--- config.mk ---
export PLATFORM = sky130hd
export DESIGN_NAME = mcu_interrupt_enable_flag_unit
export DESIGN_NICKNAME = d
export VERILOG_FILES = /design/src/verilog/irq_unit_pkg.sv /design/src/verilog/mcu_interrupt_enable_flag_unit.sv
export SDC_FILE = /design/constraint.sdc
export NUM_CORES = 1
export LEC_CHECK = 0
export BUFFER_PORTS_ARGS = -buffer_cell sky130_fd_sc_hd__buf_2
export CAP_MARGIN = 20
export CORE_ASPECT_RATIO = 0.5
export CORE_MARGIN = 2
export CORE_UTILIZATION = 34
export CTS_BUF_LIST = sky130_fd_sc_hd__clkbuf_4 sky130_fd_sc_hd__clkbuf_8 sky130_fd_sc_hd__clkbuf_16
export CTS_CLUSTER_SIZE = 10
export DETAILED_ROUTE_END_ITERATION = 12
export PLACE_DENSITY = 0.62
export REMOVE_ABC_BUFFERS = 1
export SYNTH_ARGS = -nofsm -noshare
export SYNTH_HDL_FRONTEND = slang
export SYNTH_SLANG_ARGS = --single-unit
--- constraint.sdc ---
create_clock -name ref_clk -period 6.3 [get_ports ref_clk]
set_input_delay 1.26 -clock ref_clk [delete_from_list [all_inputs] [get_ports ref_clk]]
set_output_delay 1.26 -clock ref_clk [all_outputs]
set_load 0.01 [all_outputs]
--- src/verilog/irq_unit_pkg.sv ---
// constants for the interrupt enable, flag and edge-select unit
package irq_unit_pkg;

  // ************************************************************
  // bus shape
  // ************************************************************
  localparam int unsigned ADDR_W   = 10;
  localparam int unsigned DATA_W   = 32;
  localparam int unsigned PORTB_W  = 6;

  // ************************************************************
  // register indices, byte address is four times the index
  // ************************************************************
  localparam logic [7:0] IDX_ENABLE  = 8'h0e;
  localparam logic [7:0] IDX_FLAGS   = 8'h0f;
  localparam logic [7:0] IDX_ENABLE2 = 8'h17;
  localparam logic [7:0] IDX_EDGE    = 8'h18;
  localparam logic [7:0] IDX_FLAGS2  = 8'h1f;
  localparam logic [7:0] IDX_CTRL    = 8'h20;
  localparam logic [7:0] IDX_STATUS  = 8'h21;
  localparam logic [7:0] IDX_MASK    = 8'h22;

  // ************************************************************
  // field positions
  // ************************************************************
  localparam int unsigned BIT_TMR_A   = 0;
  localparam int unsigned BIT_PORTB   = 1;
  localparam int unsigned BIT_EXT     = 2;
  localparam int unsigned BIT_TMR_B   = 3;
  localparam int unsigned BIT_LOW_V   = 4;
  localparam int unsigned BIT_WDOG    = 6;
  localparam int unsigned BIT_NVM     = 4;
  localparam int unsigned BIT_EXT_SEL = 4;
  localparam int unsigned BIT_GIE     = 0;
  localparam int unsigned STAT_NVM    = 5;

  // implemented bits per register
  localparam logic [7:0] ENABLE_MASK  = 8'h5f;
  localparam logic [7:0] ENABLE2_MASK = 8'h10;
  localparam logic [7:0] STATUS_MASK  = 8'h7f;

  // ************************************************************
  // edge-select codes and reset values
  // ************************************************************
  localparam logic [1:0] EDGE_RISE    = 2'h1;
  localparam logic [1:0] EDGE_FALL    = 2'h2;
  localparam logic [1:0] EDGE_BOTH    = 2'h3;
  localparam logic [1:0] EDGE_SEL_RST = EDGE_RISE;
  localparam logic [7:0] REG_RST      = 8'h00;

  typedef enum logic {AP_IDLE, AP_ACK} apb_state_t;

endpackage

--- src/verilog/mcu_interrupt_enable_flag_unit.sv ---
// interrupt enable, flag and edge-select unit with an apb slave
//
// Function
// - timer A overflow sets flag bit 0
// - port-B input change sets flag bit 1
// - selected external edge sets flag bit 2
// - timer B underflow sets flag bit 3
// - watchdog timeout sets flag bit 6
// - low-voltage event sets flag bit 4
// - flags stay set until firmware writes zero
// - flag reads zero where enable is clear
// - enable register holds six source enables
// - second enable bit 4 gates nvm done for the core request only, not irq
// - ext select makes pin zero external input
// - edge codes: reserved, rise, fall, both
// - global enable permits or blocks the core request only, not irq
// - nvm write done sets second flag bit 4
//
// Implementation choice: the APB slave port.
`timescale 1ns/1ps
`default_nettype none

module mcu_interrupt_enable_flag_unit
  import irq_unit_pkg::*;
(
  input  wire logic                ref_clk,
  input  wire logic                sys_rst,
  input  wire logic                clkEn,
  // apb slave
  input  wire logic                psel,
  input  wire logic                penable,
  input  wire logic                pwrite,
  input  wire logic [ADDR_W-1:0]   paddr,
  input  wire logic [DATA_W-1:0]   pwdata,
  output logic      [DATA_W-1:0]   prdata,
  output logic                     pready,
  output logic                     pslverr,
  // event sources, one-cycle pulses except the port-B pin levels
  input  wire logic                tmrAOverflow,
  input  wire logic                tmrBUnderflow,
  input  wire logic                watchdogTimeout,
  input  wire logic                lowVoltageEvt,
  input  wire logic                nvmWriteDone,
  input  wire logic [PORTB_W-1:0]  portbIn,
  // outputs
  output logic                     coreIrqReq,
  output logic                     irq,
  output logic                     portbPinZeroExt
);

  // ************************************************************
  // state
  // ************************************************************
  apb_state_t          state_q, state_d;
  logic [DATA_W-1:0]   prdata_q, prdata_d;
  logic                pready_q, pready_d;
  logic                pslverr_q, pslverr_d;

  logic [7:0]          enable_q, enable_d;
  logic [7:0]          flags_q, flags_d;
  logic [7:0]          enable2_q, enable2_d;
  logic [7:0]          flags2_q, flags2_d;
  logic                extSel_q, extSel_d;
  logic [1:0]          edgeSel_q, edgeSel_d;
  logic                gie_q, gie_d;
  logic [7:0]          status_q, status_d;
  logic [7:0]          mask_q, mask_d;
  logic [PORTB_W-1:0]  pbPrev_q, pbPrev_d;
  logic                pbValid_q, pbValid_d;
  logic                coreIrq_q, coreIrq_d;
  logic                irq_q, irq_d;

  // ************************************************************
  // event detection
  // ************************************************************
  logic [PORTB_W-1:0]  pbChg;
  logic                pbChange;
  logic                extRise;
  logic                extFall;
  logic                extEdge;
  logic [7:0]          evt;
  logic [7:0]          evt2;
  logic [7:0]          evtStat;
  logic                anyFlag;
  logic                anyStatus;

  genvar gi;
  generate
    for (gi = 0; gi < PORTB_W; gi++) begin : g_pbchg
      if (gi == 0) begin : g_pin0
        // pin zero is no longer plain i/o while it is the ext input
        assign pbChg[gi] = pbValid_q & ~extSel_q &
                           (portbIn[gi] ^ pbPrev_q[gi]);
      end else begin : g_pinx
        assign pbChg[gi] = pbValid_q &
                           (portbIn[gi] ^ pbPrev_q[gi]);
      end
    end
  endgenerate

  assign pbChange = |pbChg;
  assign extRise  = ~pbPrev_q[0] & portbIn[0];
  assign extFall  = pbPrev_q[0] & ~portbIn[0];

  // the request follows the gated view that firmware reads back
  assign anyFlag   = |(flags_q & enable_q) |
                     |(flags2_q & enable2_q);
  assign anyStatus = |(status_q & mask_q);

  always_comb begin
    extEdge = 1'b0;
    case (edgeSel_q)
      EDGE_RISE: extEdge = extRise;
      EDGE_FALL: extEdge = extFall;
      EDGE_BOTH: extEdge = extRise | extFall;
      default:   extEdge = 1'b0; // reserved code never fires
    endcase
    extEdge = extEdge & extSel_q & pbValid_q;
  end

  always_comb begin
    evt                 = 8'h00;
    evt[BIT_TMR_A]      = tmrAOverflow;
    evt[BIT_PORTB]      = pbChange;
    evt[BIT_EXT]        = extEdge;
    evt[BIT_TMR_B]      = tmrBUnderflow;
    evt[BIT_LOW_V]      = lowVoltageEvt;
    evt[BIT_WDOG]       = watchdogTimeout;
    evt2                = 8'h00;
    evt2[BIT_NVM]       = nvmWriteDone;
    evtStat             = evt;
    evtStat[STAT_NVM]   = nvmWriteDone;
  end

  // ************************************************************
  // apb decode
  // ************************************************************
  logic [7:0]  wordIdx;
  logic        aligned;
  logic        hit;
  logic        wrDone;
  logic [7:0]  wdata;
  logic [7:0]  rdMux;

  assign wordIdx = paddr[ADDR_W-1:2];
  // a misaligned word is refused, never aliased onto a neighbour
  assign aligned = (paddr[1:0] == 2'h0);
  assign wdata   = pwdata[7:0];
  // a write lands only on the edge that completes the access
  assign wrDone  = psel & penable & pwrite & pready_q & ~pslverr_q;

  always_comb begin
    hit   = aligned;
    rdMux = 8'h00;
    case (wordIdx)
      IDX_ENABLE:  rdMux = enable_q;
      IDX_FLAGS:   rdMux = flags_q & enable_q;
      IDX_ENABLE2: rdMux = enable2_q;
      IDX_FLAGS2:  rdMux = flags2_q & enable2_q;
      IDX_EDGE: begin
        rdMux[BIT_EXT_SEL] = extSel_q;
        rdMux[1:0]         = edgeSel_q;
      end
      IDX_CTRL:    rdMux[BIT_GIE] = gie_q;
      IDX_STATUS:  rdMux = status_q;
      IDX_MASK:    rdMux = mask_q;
      default:     hit = 1'b0;
    endcase
  end

  // ************************************************************
  // next state
  // ************************************************************
  always_comb begin
    state_d   = state_q;
    prdata_d  = prdata_q;
    pready_d  = 1'b0;
    pslverr_d = 1'b0;
    case (state_q)
      AP_IDLE: begin
        if (psel && penable) begin
          // one wait state, answer registered
          state_d   = AP_ACK;
          pready_d  = 1'b1;
          pslverr_d = ~hit;
          prdata_d  = {{(DATA_W-8){1'b0}}, hit ? rdMux : 8'h00};
        end
      end
      AP_ACK: begin
        state_d  = AP_IDLE;
      end
      default: begin
        state_d  = AP_IDLE;
      end
    endcase
  end

  // ************************************************************
  // register file, flags and requests
  // ************************************************************
  always_comb begin
    enable_d  = enable_q;
    enable2_d = enable2_q;
    extSel_d  = extSel_q;
    edgeSel_d = edgeSel_q;
    gie_d     = gie_q;
    mask_d    = mask_q;
    flags_d   = flags_q;
    flags2_d  = flags2_q;
    status_d  = status_q;

    if (wrDone) begin
      case (wordIdx)
        IDX_ENABLE:  enable_d = wdata & ENABLE_MASK;
        IDX_ENABLE2: enable2_d = wdata & ENABLE2_MASK;
        IDX_EDGE: begin
          extSel_d  = wdata[BIT_EXT_SEL];
          edgeSel_d = wdata[1:0];
        end
        IDX_CTRL:    gie_d = wdata[BIT_GIE];
        IDX_MASK:    mask_d = wdata & STATUS_MASK;
        // writing one leaves a flag alone, zero clears it; a status bit clears on one
        IDX_FLAGS:   flags_d = flags_q & wdata;
        IDX_FLAGS2:  flags2_d = flags2_q & wdata;
        IDX_STATUS:  status_d = status_q & ~wdata;
        default:     ;
      endcase
    end

    // a new event outranks a clear in the same cycle
    // flags latch while disabled, only the read view is gated
    flags_d  = (flags_d | evt) & ENABLE_MASK;
    flags2_d = (flags2_d | evt2) & ENABLE2_MASK;
    status_d = (status_d | evtStat) & STATUS_MASK;

    // first sample after reset only primes the history
    pbPrev_d  = portbIn;
    pbValid_d = 1'b1;

    coreIrq_d = gie_q & anyFlag;
    irq_d     = anyStatus;
  end

  // ************************************************************
  // registers
  // ************************************************************
  // the handshake freezes with clkEn too, so a stalled access only waits
  always_ff @(posedge ref_clk) begin
    if (sys_rst) begin
      state_q   <= AP_IDLE;
      prdata_q  <= '0;
      pready_q  <= 1'b0;
      pslverr_q <= 1'b0;
    end else if (clkEn) begin
      state_q   <= state_d;
      prdata_q  <= prdata_d;
      pready_q  <= pready_d;
      pslverr_q <= pslverr_d;
    end
  end

  always_ff @(posedge ref_clk) begin
    if (sys_rst) begin
      enable_q  <= REG_RST;
      flags_q   <= REG_RST;
      enable2_q <= REG_RST;
      flags2_q  <= REG_RST;
      extSel_q  <= 1'b0;
      edgeSel_q <= EDGE_SEL_RST;
      gie_q     <= 1'b0;
      status_q  <= REG_RST;
      mask_q    <= REG_RST;
      pbPrev_q  <= '0;
      pbValid_q <= 1'b0;
      coreIrq_q <= 1'b0;
      irq_q     <= 1'b0;
    end else if (clkEn) begin
      enable_q  <= enable_d;
      flags_q   <= flags_d;
      enable2_q <= enable2_d;
      flags2_q  <= flags2_d;
      extSel_q  <= extSel_d;
      edgeSel_q <= edgeSel_d;
      gie_q     <= gie_d;
      status_q  <= status_d;
      mask_q    <= mask_d;
      pbPrev_q  <= pbPrev_d;
      pbValid_q <= pbValid_d;
      coreIrq_q <= coreIrq_d;
      irq_q     <= irq_d;
    end
  end

  // ************************************************************
  // outputs
  // ************************************************************
  assign prdata          = prdata_q;
  assign pready          = pready_q;
  assign pslverr         = pslverr_q;
  assign coreIrqReq      = coreIrq_q;
  assign irq             = irq_q;
  assign portbPinZeroExt = extSel_q;

endmodule

`default_nettype wire

==> results of run 1 <==
final cells by class:
cell class / count / share of cell area, %
flip-flops and latches: 50 / 32.2
well taps: 112 / 4.51
clock buffers: 6 / 4.47
multi-input cells: 242 / 48.7
clock inverters: 2 / 0.523
repair buffers: 48 / 7.89
inverters: 14 / 1.69
routing by layer:
metal | up-vias | track usage (%) | routed length [um]
li1 | 1230 | - | -
met1 | 1189 | 23.3 | 3440
met2 | 106 | 24.7 | 3140
met3 | 8 | 4.35 | 637
met4 | 0 | 4.76 | 94
met5 | - | 0 | 0
sequential cells by signal, summed over array words and instances, names as in the netlist, 2 cells and up:
name       count
mask_q         7
enable_q       6
status_q       7
prdata         7
edgeSel_q      2
pbPrev_q       6
flags_q        6
cell usage after synthesis (3+ instances only):
cell / n / area (sq um)
sky130_fd_sc_hd__o31ai_1: 17 / 128
sky130_fd_sc_hd__dfxtp_1: 50 / 1000
sky130_fd_sc_hd__nand4_1: 3 / 18.8
sky130_fd_sc_hd__buf_4: 25 / 188
sky130_fd_sc_hd__a211o_1: 7 / 61.3
sky130_fd_sc_hd__inv_1: 14 / 52.6
sky130_fd_sc_hd__nand2_1: 18 / 67.6
sky130_fd_sc_hd__nor2_1: 13 / 48.8
sky130_fd_sc_hd__clkbuf_1: 19 / 71.3
sky130_fd_sc_hd__xnor2_1: 3 / 26.3
sky130_fd_sc_hd__nand3_1: 19 / 95.1
sky130_fd_sc_hd__a21oi_1: 38 / 190
sky130_fd_sc_hd__nand3b_1: 12 / 90.1
sky130_fd_sc_hd__mux2i_1: 9 / 90.1
sky130_fd_sc_hd__buf_2: 3 / 15.0
sky130_fd_sc_hd__nand2b_1: 5 / 31.3
sky130_fd_sc_hd__o21ai_0: 14 / 70.1
sky130_fd_sc_hd__o2111ai_1: 7 / 61.3
sky130_fd_sc_hd__a21o_1: 3 / 22.5
sky130_fd_sc_hd__or2_2: 4 / 25.0
sky130_fd_sc_hd__or3_1: 3 / 18.8
sky130_fd_sc_hd__a221oi_1: 3 / 26.3
path summary, 6_finish.rpt:
kind	from	end	slack, ns	cells past startpoint
min	prdata[5]	prdata[5]	0.45	2
max	clkEn	gie_q	3.07	5
max reg2reg	pslverr	gie_q	4.16	4
min reg2reg	prdata[5]	prdata[5]	0.45	2
metrics by stage:
step	hold slack, ns	util (%)	instances	cell area [sq um]	power (W)
3_5_place_dp	0.448	37.1	465	2950	0.000409
2_1_floorplan	0.442	-	306	2570	0.000372
3_3_place_gp	0.441	37.1	465	2950	0.000408
4_1_cts	0.458	39.1	473	3100	0.000697
6_report	0.454	39.1	474	3110	0.000693
5_1_grt	0.473	39.1	474	3110	0.000720
report_power, final:
group	switching (W)	internal (W)
combinational	0.0000458	0.0000246
sequential	0.00000710	0.000325
clock	0.000131	0.000160
cell families (layout without fill, tap and decap cells):
logic type / after synthesis / in the layout
AO/OA/AOI/OAI: 102 / 102
AND/OR/NAND/NOR: 99 / 99
buffers and inverters: 63 / 70
flip-flops: 50 / 50
multiplexers: 9 / 9
XOR/XNOR: 5 / 5
adder cells (fa/ha/maj): 2 / 2
other: 1 / 25
placed cells by master, fill, tap and decap left out, types with 4 or more instances in the layout:
| cell | count |
|---|---|
| sky130_fd_sc_hd__dfxtp_1 | 50 |
| sky130_fd_sc_hd__buf_2 | 45 |
| sky130_fd_sc_hd__a21oi_1 | 38 |
| sky130_fd_sc_hd__conb_1 | 25 |
| sky130_fd_sc_hd__nand3_1 | 19 |
| sky130_fd_sc_hd__nand2_1 | 18 |
| sky130_fd_sc_hd__o31ai_1 | 17 |
| sky130_fd_sc_hd__inv_1 | 14 |
| sky130_fd_sc_hd__o21ai_0 | 14 |
| sky130_fd_sc_hd__nor2_1 | 13 |
| sky130_fd_sc_hd__nand3b_1 | 12 |
| sky130_fd_sc_hd__mux2i_1 | 9 |
| sky130_fd_sc_hd__a211o_1 | 7 |
| sky130_fd_sc_hd__o2111ai_1 | 7 |
| sky130_fd_sc_hd__nand2b_1 | 5 |
| sky130_fd_sc_hd__clkbuf_16 | 5 |
| sky130_fd_sc_hd__or2_2 | 4 |
worst max-delay path, delay by kind of cell:
kind,cells,cell delay (ns)
AND/OR/NAND/NOR,3,1.67
buffers and inverters,1,0.38
AO/OA/AOI/OAI,1,0.13
==> out/summary.log, run 1 <==
INFO  clocking       hold_buffers_post_cts=0
INFO  synthesis      post_synth_instance_area=2760squm
INFO  synthesis      netlist_instances=331
INFO  timing         fin_ws=3.07ns
INFO  synthesis      synth_compound_area_share=24.6%
INFO  power          power-per-cell-area=223nW/um^2
INFO  placed_design  pre_cts_ws=2.77ns
INFO  critical_path  worstSetupPathType=primary input to flip-flop
INFO  clocking       clock_tree.root_cell=sky130_fd_sc_hd__clkbuf_16
INFO  grt            gr-usage-all-layers=16.5%
INFO  placed_design  hpwl=5280um
INFO  timing         rsz_0062_raised_after_global_routing=false
INFO  grt            first_pass_grt_wire_length=11400um
INFO  synthesis      synth_enable_flop_cells=0
INFO  critical_path  data_required_time_at_the_worst_endpoint=6.53ns
INFO  clocking       cts_setup_buffers=0
INFO  clocking       ctsLongestPathBuffers=2
INFO  critical_path  crit_path_frequent_cell=sky130_fd_sc_hd__or4_1
INFO  timing         fin_skew=0.00645ns
INFO  timing         finalCritPeriodShare=51.2%
INFO  layout         multi_input_comb_area=1520squm
INFO  layout         nets=422
INFO  drt            detail_route.wirelength=7320um
INFO  synthesis      synth_flop_cell=sky130_fd_sc_hd__dfxtp_1
INFO  floorplan      floorplan.io_pins=96
INFO  timing         setup_viol_count_final=0
INFO  timing         slew_violations=0
INFO  timing         fin_tns_setup=0ns
INFO  synthesis      synth-adder-area-share=0.907%
INFO  run_status     run_status=complete, no violations
INFO  grt            grt_pass1_vias=2175
INFO  critical_path  timing.critical_path.from_type=primary input
INFO  synthesis      synth.yosys.seq_area_share=36.3%
INFO  synthesis      post_synth_xor_area_fraction=1.59%
INFO  timing         hold_viol_final=0
INFO  critical_path  cpPeakStageDelay=0.87ns
INFO  synthesis      yosysWarningCount=0
INFO  clocking       cts.reportedPaths.clkPinSlew=0.07ns
INFO  layout         flow.area_growth_from_synthesis=12.6%
INFO  placed_design  rd_place_congestion=0.863
INFO  drt            num_vias=2533
INFO  layout         final_layout_size_suffix_gt1_share=18.5%
INFO  synthesis      asyncSetResetFlopFracSynth=0%
INFO  floorplan      design.die.area=8900squm
INFO  clocking       tritoncts=done
INFO  drt            drtIter0Drc=217
INFO  synthesis      synth.lib_cells_used.distinct=56
INFO  layout         final-seq-area=1000squm
INFO  drt            vias_per_cell=5.34
INFO  timing         relSlewSlack=40.1%
INFO  clocking       clock_insertion_delay_at_the_later_pin_of_the_skew_report=0.30ns
INFO  drt            dr_drc_count=0
INFO  grt            antenna_found_initial=0
INFO  min_path       min-delay-path-class=flip-flop to flip-flop
INFO  clocking       cts-resized-gates=0
INFO  grt            globalRouteOverflowTotal=0
INFO  power          cellLeakagePower=1.14nW
INFO  floorplan      die_w=131um
INFO  clocking       cts_buffers=5
INFO  critical_path  arrival=3.46ns
INFO  critical_path  endpoint_kind=flip-flop
INFO  grt            grt_start_max_net_pins=53
INFO  floorplan      initial_utilization=34.8%
INFO  layout         diodes=0
INFO  timing         min_period=3.23ns
INFO  timing         tightest_slew=0.896ns
INFO  drt            firstDrtPassIters=5
INFO  floorplan      fp-row-count=23
INFO  clocking       cts.htree.levels=2
INFO  synthesis      synthSimpleGateAreaFrac=21.2%
INFO  floorplan      design.core.area=7940squm
INFO  critical_path  cp_cell_sequence=buf_2 > nand3_1 > or4_1 > or4_1 > a21oi_1
INFO  power          peakVddDrop=108uV
INFO  synthesis      yosys_register_bits=50
INFO  layout         layout.filler_cells=835
INFO  synthesis      post_synth.cell_area_avg=8.34squm
INFO  clocking       cts.sink_count=50
INFO  floorplan      die_h=67.7um
INFO  timing         maximum_achievable_frequency=310MHz
INFO  critical_path  library_cell_contributing_the_largest_single_delay_on_the_critical_path=sky130_fd_sc_hd__or4_1
INFO  synthesis      dominant_combinational_cell_family_by_area_after_synthesis=compound AO/OA/AOI/OAI gates
INFO  critical_path  path_max_fanout=22
INFO  drt            drtAntennaViolNets=0
INFO  drt            route.detailed.wl_per_inst=15.4um
INFO  placed_design  port_buffers=45
INFO  job            maxCapViolations=0
INFO  synthesis      muxShareOfSynthArea=3.26%
Note: power is estimated with default switching activity, not from simulation.
==> inputs of run 2 (changes only) <==
- PLACE_DENSITY: 0.62 -> 0.64
- clock period: 6.3 -> 2.75 ns (I/O delays scaled with it)
==> run 2 against run 1 <==
Net effect:
- worst hold slack worse by 0.0037 ns
- die area is the same
- combinational power rose by 140%
- first-iteration DRC count down 12%
- non-clock buffer count rose by 10
- flip-flop and latch count is the same
- clock skew shrank 0.0012 ns
- count of clock-buffer cells in the layout unchanged
- largest cell class unchanged
==> out/summary.log, run 2 (synthesis results as in run 1) <==
INFO  floorplan      die_h=67.7um [unchanged]
INFO  timing         setup_viol_count_final=0 [unchanged]
INFO  critical_path  cp_cell_sequence=buf_2 > or3_1 > or4_1 > buf_4 > or4_1 > a21oi_1
INFO  critical_path  worstReg2RegStart=pslverr
INFO  layout         final_common_cell=sky130_fd_sc_hd__dfxtp_1
INFO  layout         flow.area_growth_from_synthesis=15.5%
INFO  critical_path  r2r_slack=0.78ns [-3.38 ns]
INFO  layout         final_layout_size_suffix_gt1_share=20.7% [+2.2 points]
INFO  clocking       tritoncts=done
INFO  min_path       hold_start=prdata[2]
INFO  layout         diodes=0 [unchanged]
INFO  critical_path  worstSetupPathType=primary input to flip-flop
INFO  grt            grt_util_met2=29.2% [+4.5 points]
INFO  min_path       worstHoldEndpoint=prdata[2]
INFO  layout         postLayoutCellArea=3190squm [+2.5%]
INFO  floorplan      design.core.area=7940squm [unchanged]
INFO  power          switching_share=25.8% [-0.73 points]
INFO  grt            grt_most_used_layer=met2
INFO  timing         min_period=2.10ns
INFO  critical_path  arrival=2.32ns [-1.14 ns]
INFO  clocking       cts-resized-gates=0 [unchanged]
INFO  power          combinational_group_share_of_total_power=10.8% [+0.7 points]
INFO  critical_path  crit_path_frequent_cell=sky130_fd_sc_hd__or4_1
INFO  clocking       cts_buffers=5 [unchanged]
INFO  run_status     run_status=complete, no violations
INFO  critical_path  cpPeakStageDelay=0.50ns [-0.37 ns]
INFO  drt            num_vias=2575 [+1.7%]
INFO  floorplan      floorplan.io_pins=96 [unchanged]
INFO  grt            globalRouteOverflowTotal=0 [unchanged]
INFO  critical_path  r2r-end=gie_q
INFO  clocking       clock_tree.root_cell=sky130_fd_sc_hd__clkbuf_16
INFO  layout         layout.cells.most_common_list=50 x sky130_fd_sc_hd__dfxtp_1, 45 x sky130_fd_sc_hd__buf_2, 38 x sky130_fd_sc_hd__a21oi_1
INFO  clocking       cts.sink_count=50 [unchanged]
INFO  clocking       cts_setup_buffers=0 [unchanged]
INFO  critical_path  timing.critical_path.from_type=primary input
INFO  placed_design  hpwl=5630um [+6.7%]
INFO  min_path       min-delay-path-class=flip-flop to flip-flop
INFO  critical_path  data_required_time_at_the_worst_endpoint=2.97ns [-3.56 ns]
INFO  min_path       holdPathStages=2 [unchanged]
INFO  critical_path  endpoint_kind=flip-flop
INFO  layout         layout.filler_cells=831 [-0.48%]
INFO  timing         relSlewSlack=48.4% [+8.2 points]
INFO  drt            firstDrtPassIters=5 [unchanged]
INFO  grt            grt_util_met3=3.38% [-0.98 points]
INFO  timing         maximum_achievable_frequency=475MHz
INFO  floorplan      initial_utilization=34.8% [unchanged]
INFO  critical_path  rr_worst_depth=5 [+1]
INFO  drt            drtAntennaViolNets=0 [unchanged]
INFO  power          switchingPower=0.000408W [+120%]
INFO  clocking       cts.reportedPaths.clkPinSlew=0.07ns [about the same]
INFO  layout         nets=432 [+2.4%]
INFO  clocking       ctsLongestPathBuffers=2 [unchanged]
INFO  grt            first_pass_grt_wire_length=12400um [+8.4%]
INFO  timing         finalCritPeriodShare=76.5%
INFO  power          power-per-cell-area=496nW/um^2 [+120%]
INFO  grt            groute.layer.met1.usage=23.5% [+0.16 points]
INFO  power          cellLeakagePower=1.19nW [+4.2%]
INFO  power          finalPower=0.00158W [+130%]
INFO  power          internal-power=0.00117W [+130%]
INFO  power          share_seq_of_total_power=48.1% [+0.3 points]
INFO  grt            grt_start_max_net_pins=42 [-21%]
INFO  timing         fin_tns_setup=0ns [unchanged]
INFO  grt            gr-usage-all-layers=17.7% [+1.3 points]
INFO  timing         hold_viol_final=0 [unchanged]
INFO  power          clkPwrFrac=41.1% [-0.9 points]
INFO  drt            drtIter0Drc=191 [-12%]
INFO  drt            vias_per_cell=5.32 [-0.44%]
INFO  clocking       hold_buffers_post_cts=0 [unchanged]
INFO  placed_design  placed_cell_area=3030squm [+2.8%]
INFO  clocking       cts.htree.levels=2 [unchanged]
INFO  grt            grt_pass1_vias=2435 [+12%]
INFO  timing         fin_skew=0.00528ns [-0.00117 ns]
INFO  drt            dr_drc_count=0 [unchanged]
INFO  clocking       clock_insertion_delay_at_the_later_pin_of_the_skew_report=0.29ns [about the same]
INFO  timing         rsz_0062_raised_after_global_routing=false
INFO  placed_design  rd_place_congestion=0.911 [+5.5%]
INFO  timing         slew_violations=0 [unchanged]
INFO  floorplan      fp-row-count=23 [unchanged]
INFO  drt            detail_route.wirelength=7630um [+4.3%]
INFO  drt            route.detailed.wl_per_inst=15.8um [+2.1%]
INFO  floorplan      design.die.area=8900squm [unchanged]
INFO  critical_path  library_cell_contributing_the_largest_single_delay_on_the_critical_path=sky130_fd_sc_hd__or4_1
INFO  job            maxCapViolations=0 [unchanged]
INFO  floorplan      die_w=131um [unchanged]
INFO  placed_design  port_buffers=45 [unchanged]
INFO  power          peakVddDrop=247uV [+130%]
INFO  critical_path  path_max_fanout=16 [-27%]
INFO  timing         tightest_slew=0.775ns [-0.121 ns]
INFO  grt            antenna_found_initial=0 [unchanged]
-- run 2: cell types whose count changed in the layout (fill, tap and decap cells not counted), sizes merged --
cell    before  now
buf         47   58
clkbuf       7    6
-- run 2: layout make-up --
type / instances / area, sq um / area share, %
Clock buffer: 6 / 139 / 4.36
Timing Repair Buffer: 58 / 323 / 10.1
Tap cell: 112 / 140 / 4.40
Sequential cell: 50 / 1000 / 31.4
Multi-Input combinational cell: 242 / 1520 / 47.5
Inverter: 14 / 52.6 / 1.65
Clock inverter: 2 / 16.3 / 0.510
-- run 2: stage by stage --
| stage | util [%] | setup slack, ns | hold WS, ns | cells |
|---|---|---|---|---|
| 6_report | 40.1 | 0.646 | 0.450 | 484 |
| 5_1_grt | 40.1 | 0.571 | 0.472 | 484 |
| 3_5_place_dp | 38.2 | 0.381 | 0.444 | 476 |
| 3_3_place_gp | 38.2 | 0.401 | 0.437 | 476 |
| 4_1_cts | 40.1 | 0.648 | 0.454 | 484 |
| 2_1_floorplan | - | 0.446 | 0.442 | 306 |
-- run 2: how the worst max path moves through the flow --
stage / slack [ns] / cells after the start / startpoint / endpoint
6_report: 0.65 / 6 / paddr[4] / gie_q
3_5_place_dp: 0.38 / 6 / paddr[4] / gie_q
3_3_place_gp: 0.40 / 6 / paddr[4] / gie_q
5_1_grt: 0.57 / 6 / paddr[4] / gie_q
2_1_floorplan: 0.45 / 4 / paddr[4] / gie_q
4_1_cts: 0.65 / 6 / paddr[4] / gie_q
-- run 2: power by group through the flow --
stage	combinational, W	sequential, W	clock (W)
2_1_floorplan	0.0000792	0.000772	0
3_3_place_gp	0.000167	0.000776	0
3_5_place_dp	0.000169	0.000776	0
4_1_cts	0.000170	0.000760	0.000660
5_1_grt	0.000189	0.000763	0.000692
6_report	0.000171	0.000761	0.000650
-- run 2: routing by layer --
layer	share of wire (%)	wire, um
met5	0	0
met1	47	3560
met3	8.0	611
met4	2.1	159
met2	43	3310
-- run 2: critical path, delay by kind of cell --
family	cells	cell delay, ns
AND/OR/NAND/NOR	3	1.31
buffers and inverters	2	0.33
AO/OA/AOI/OAI	1	0.13
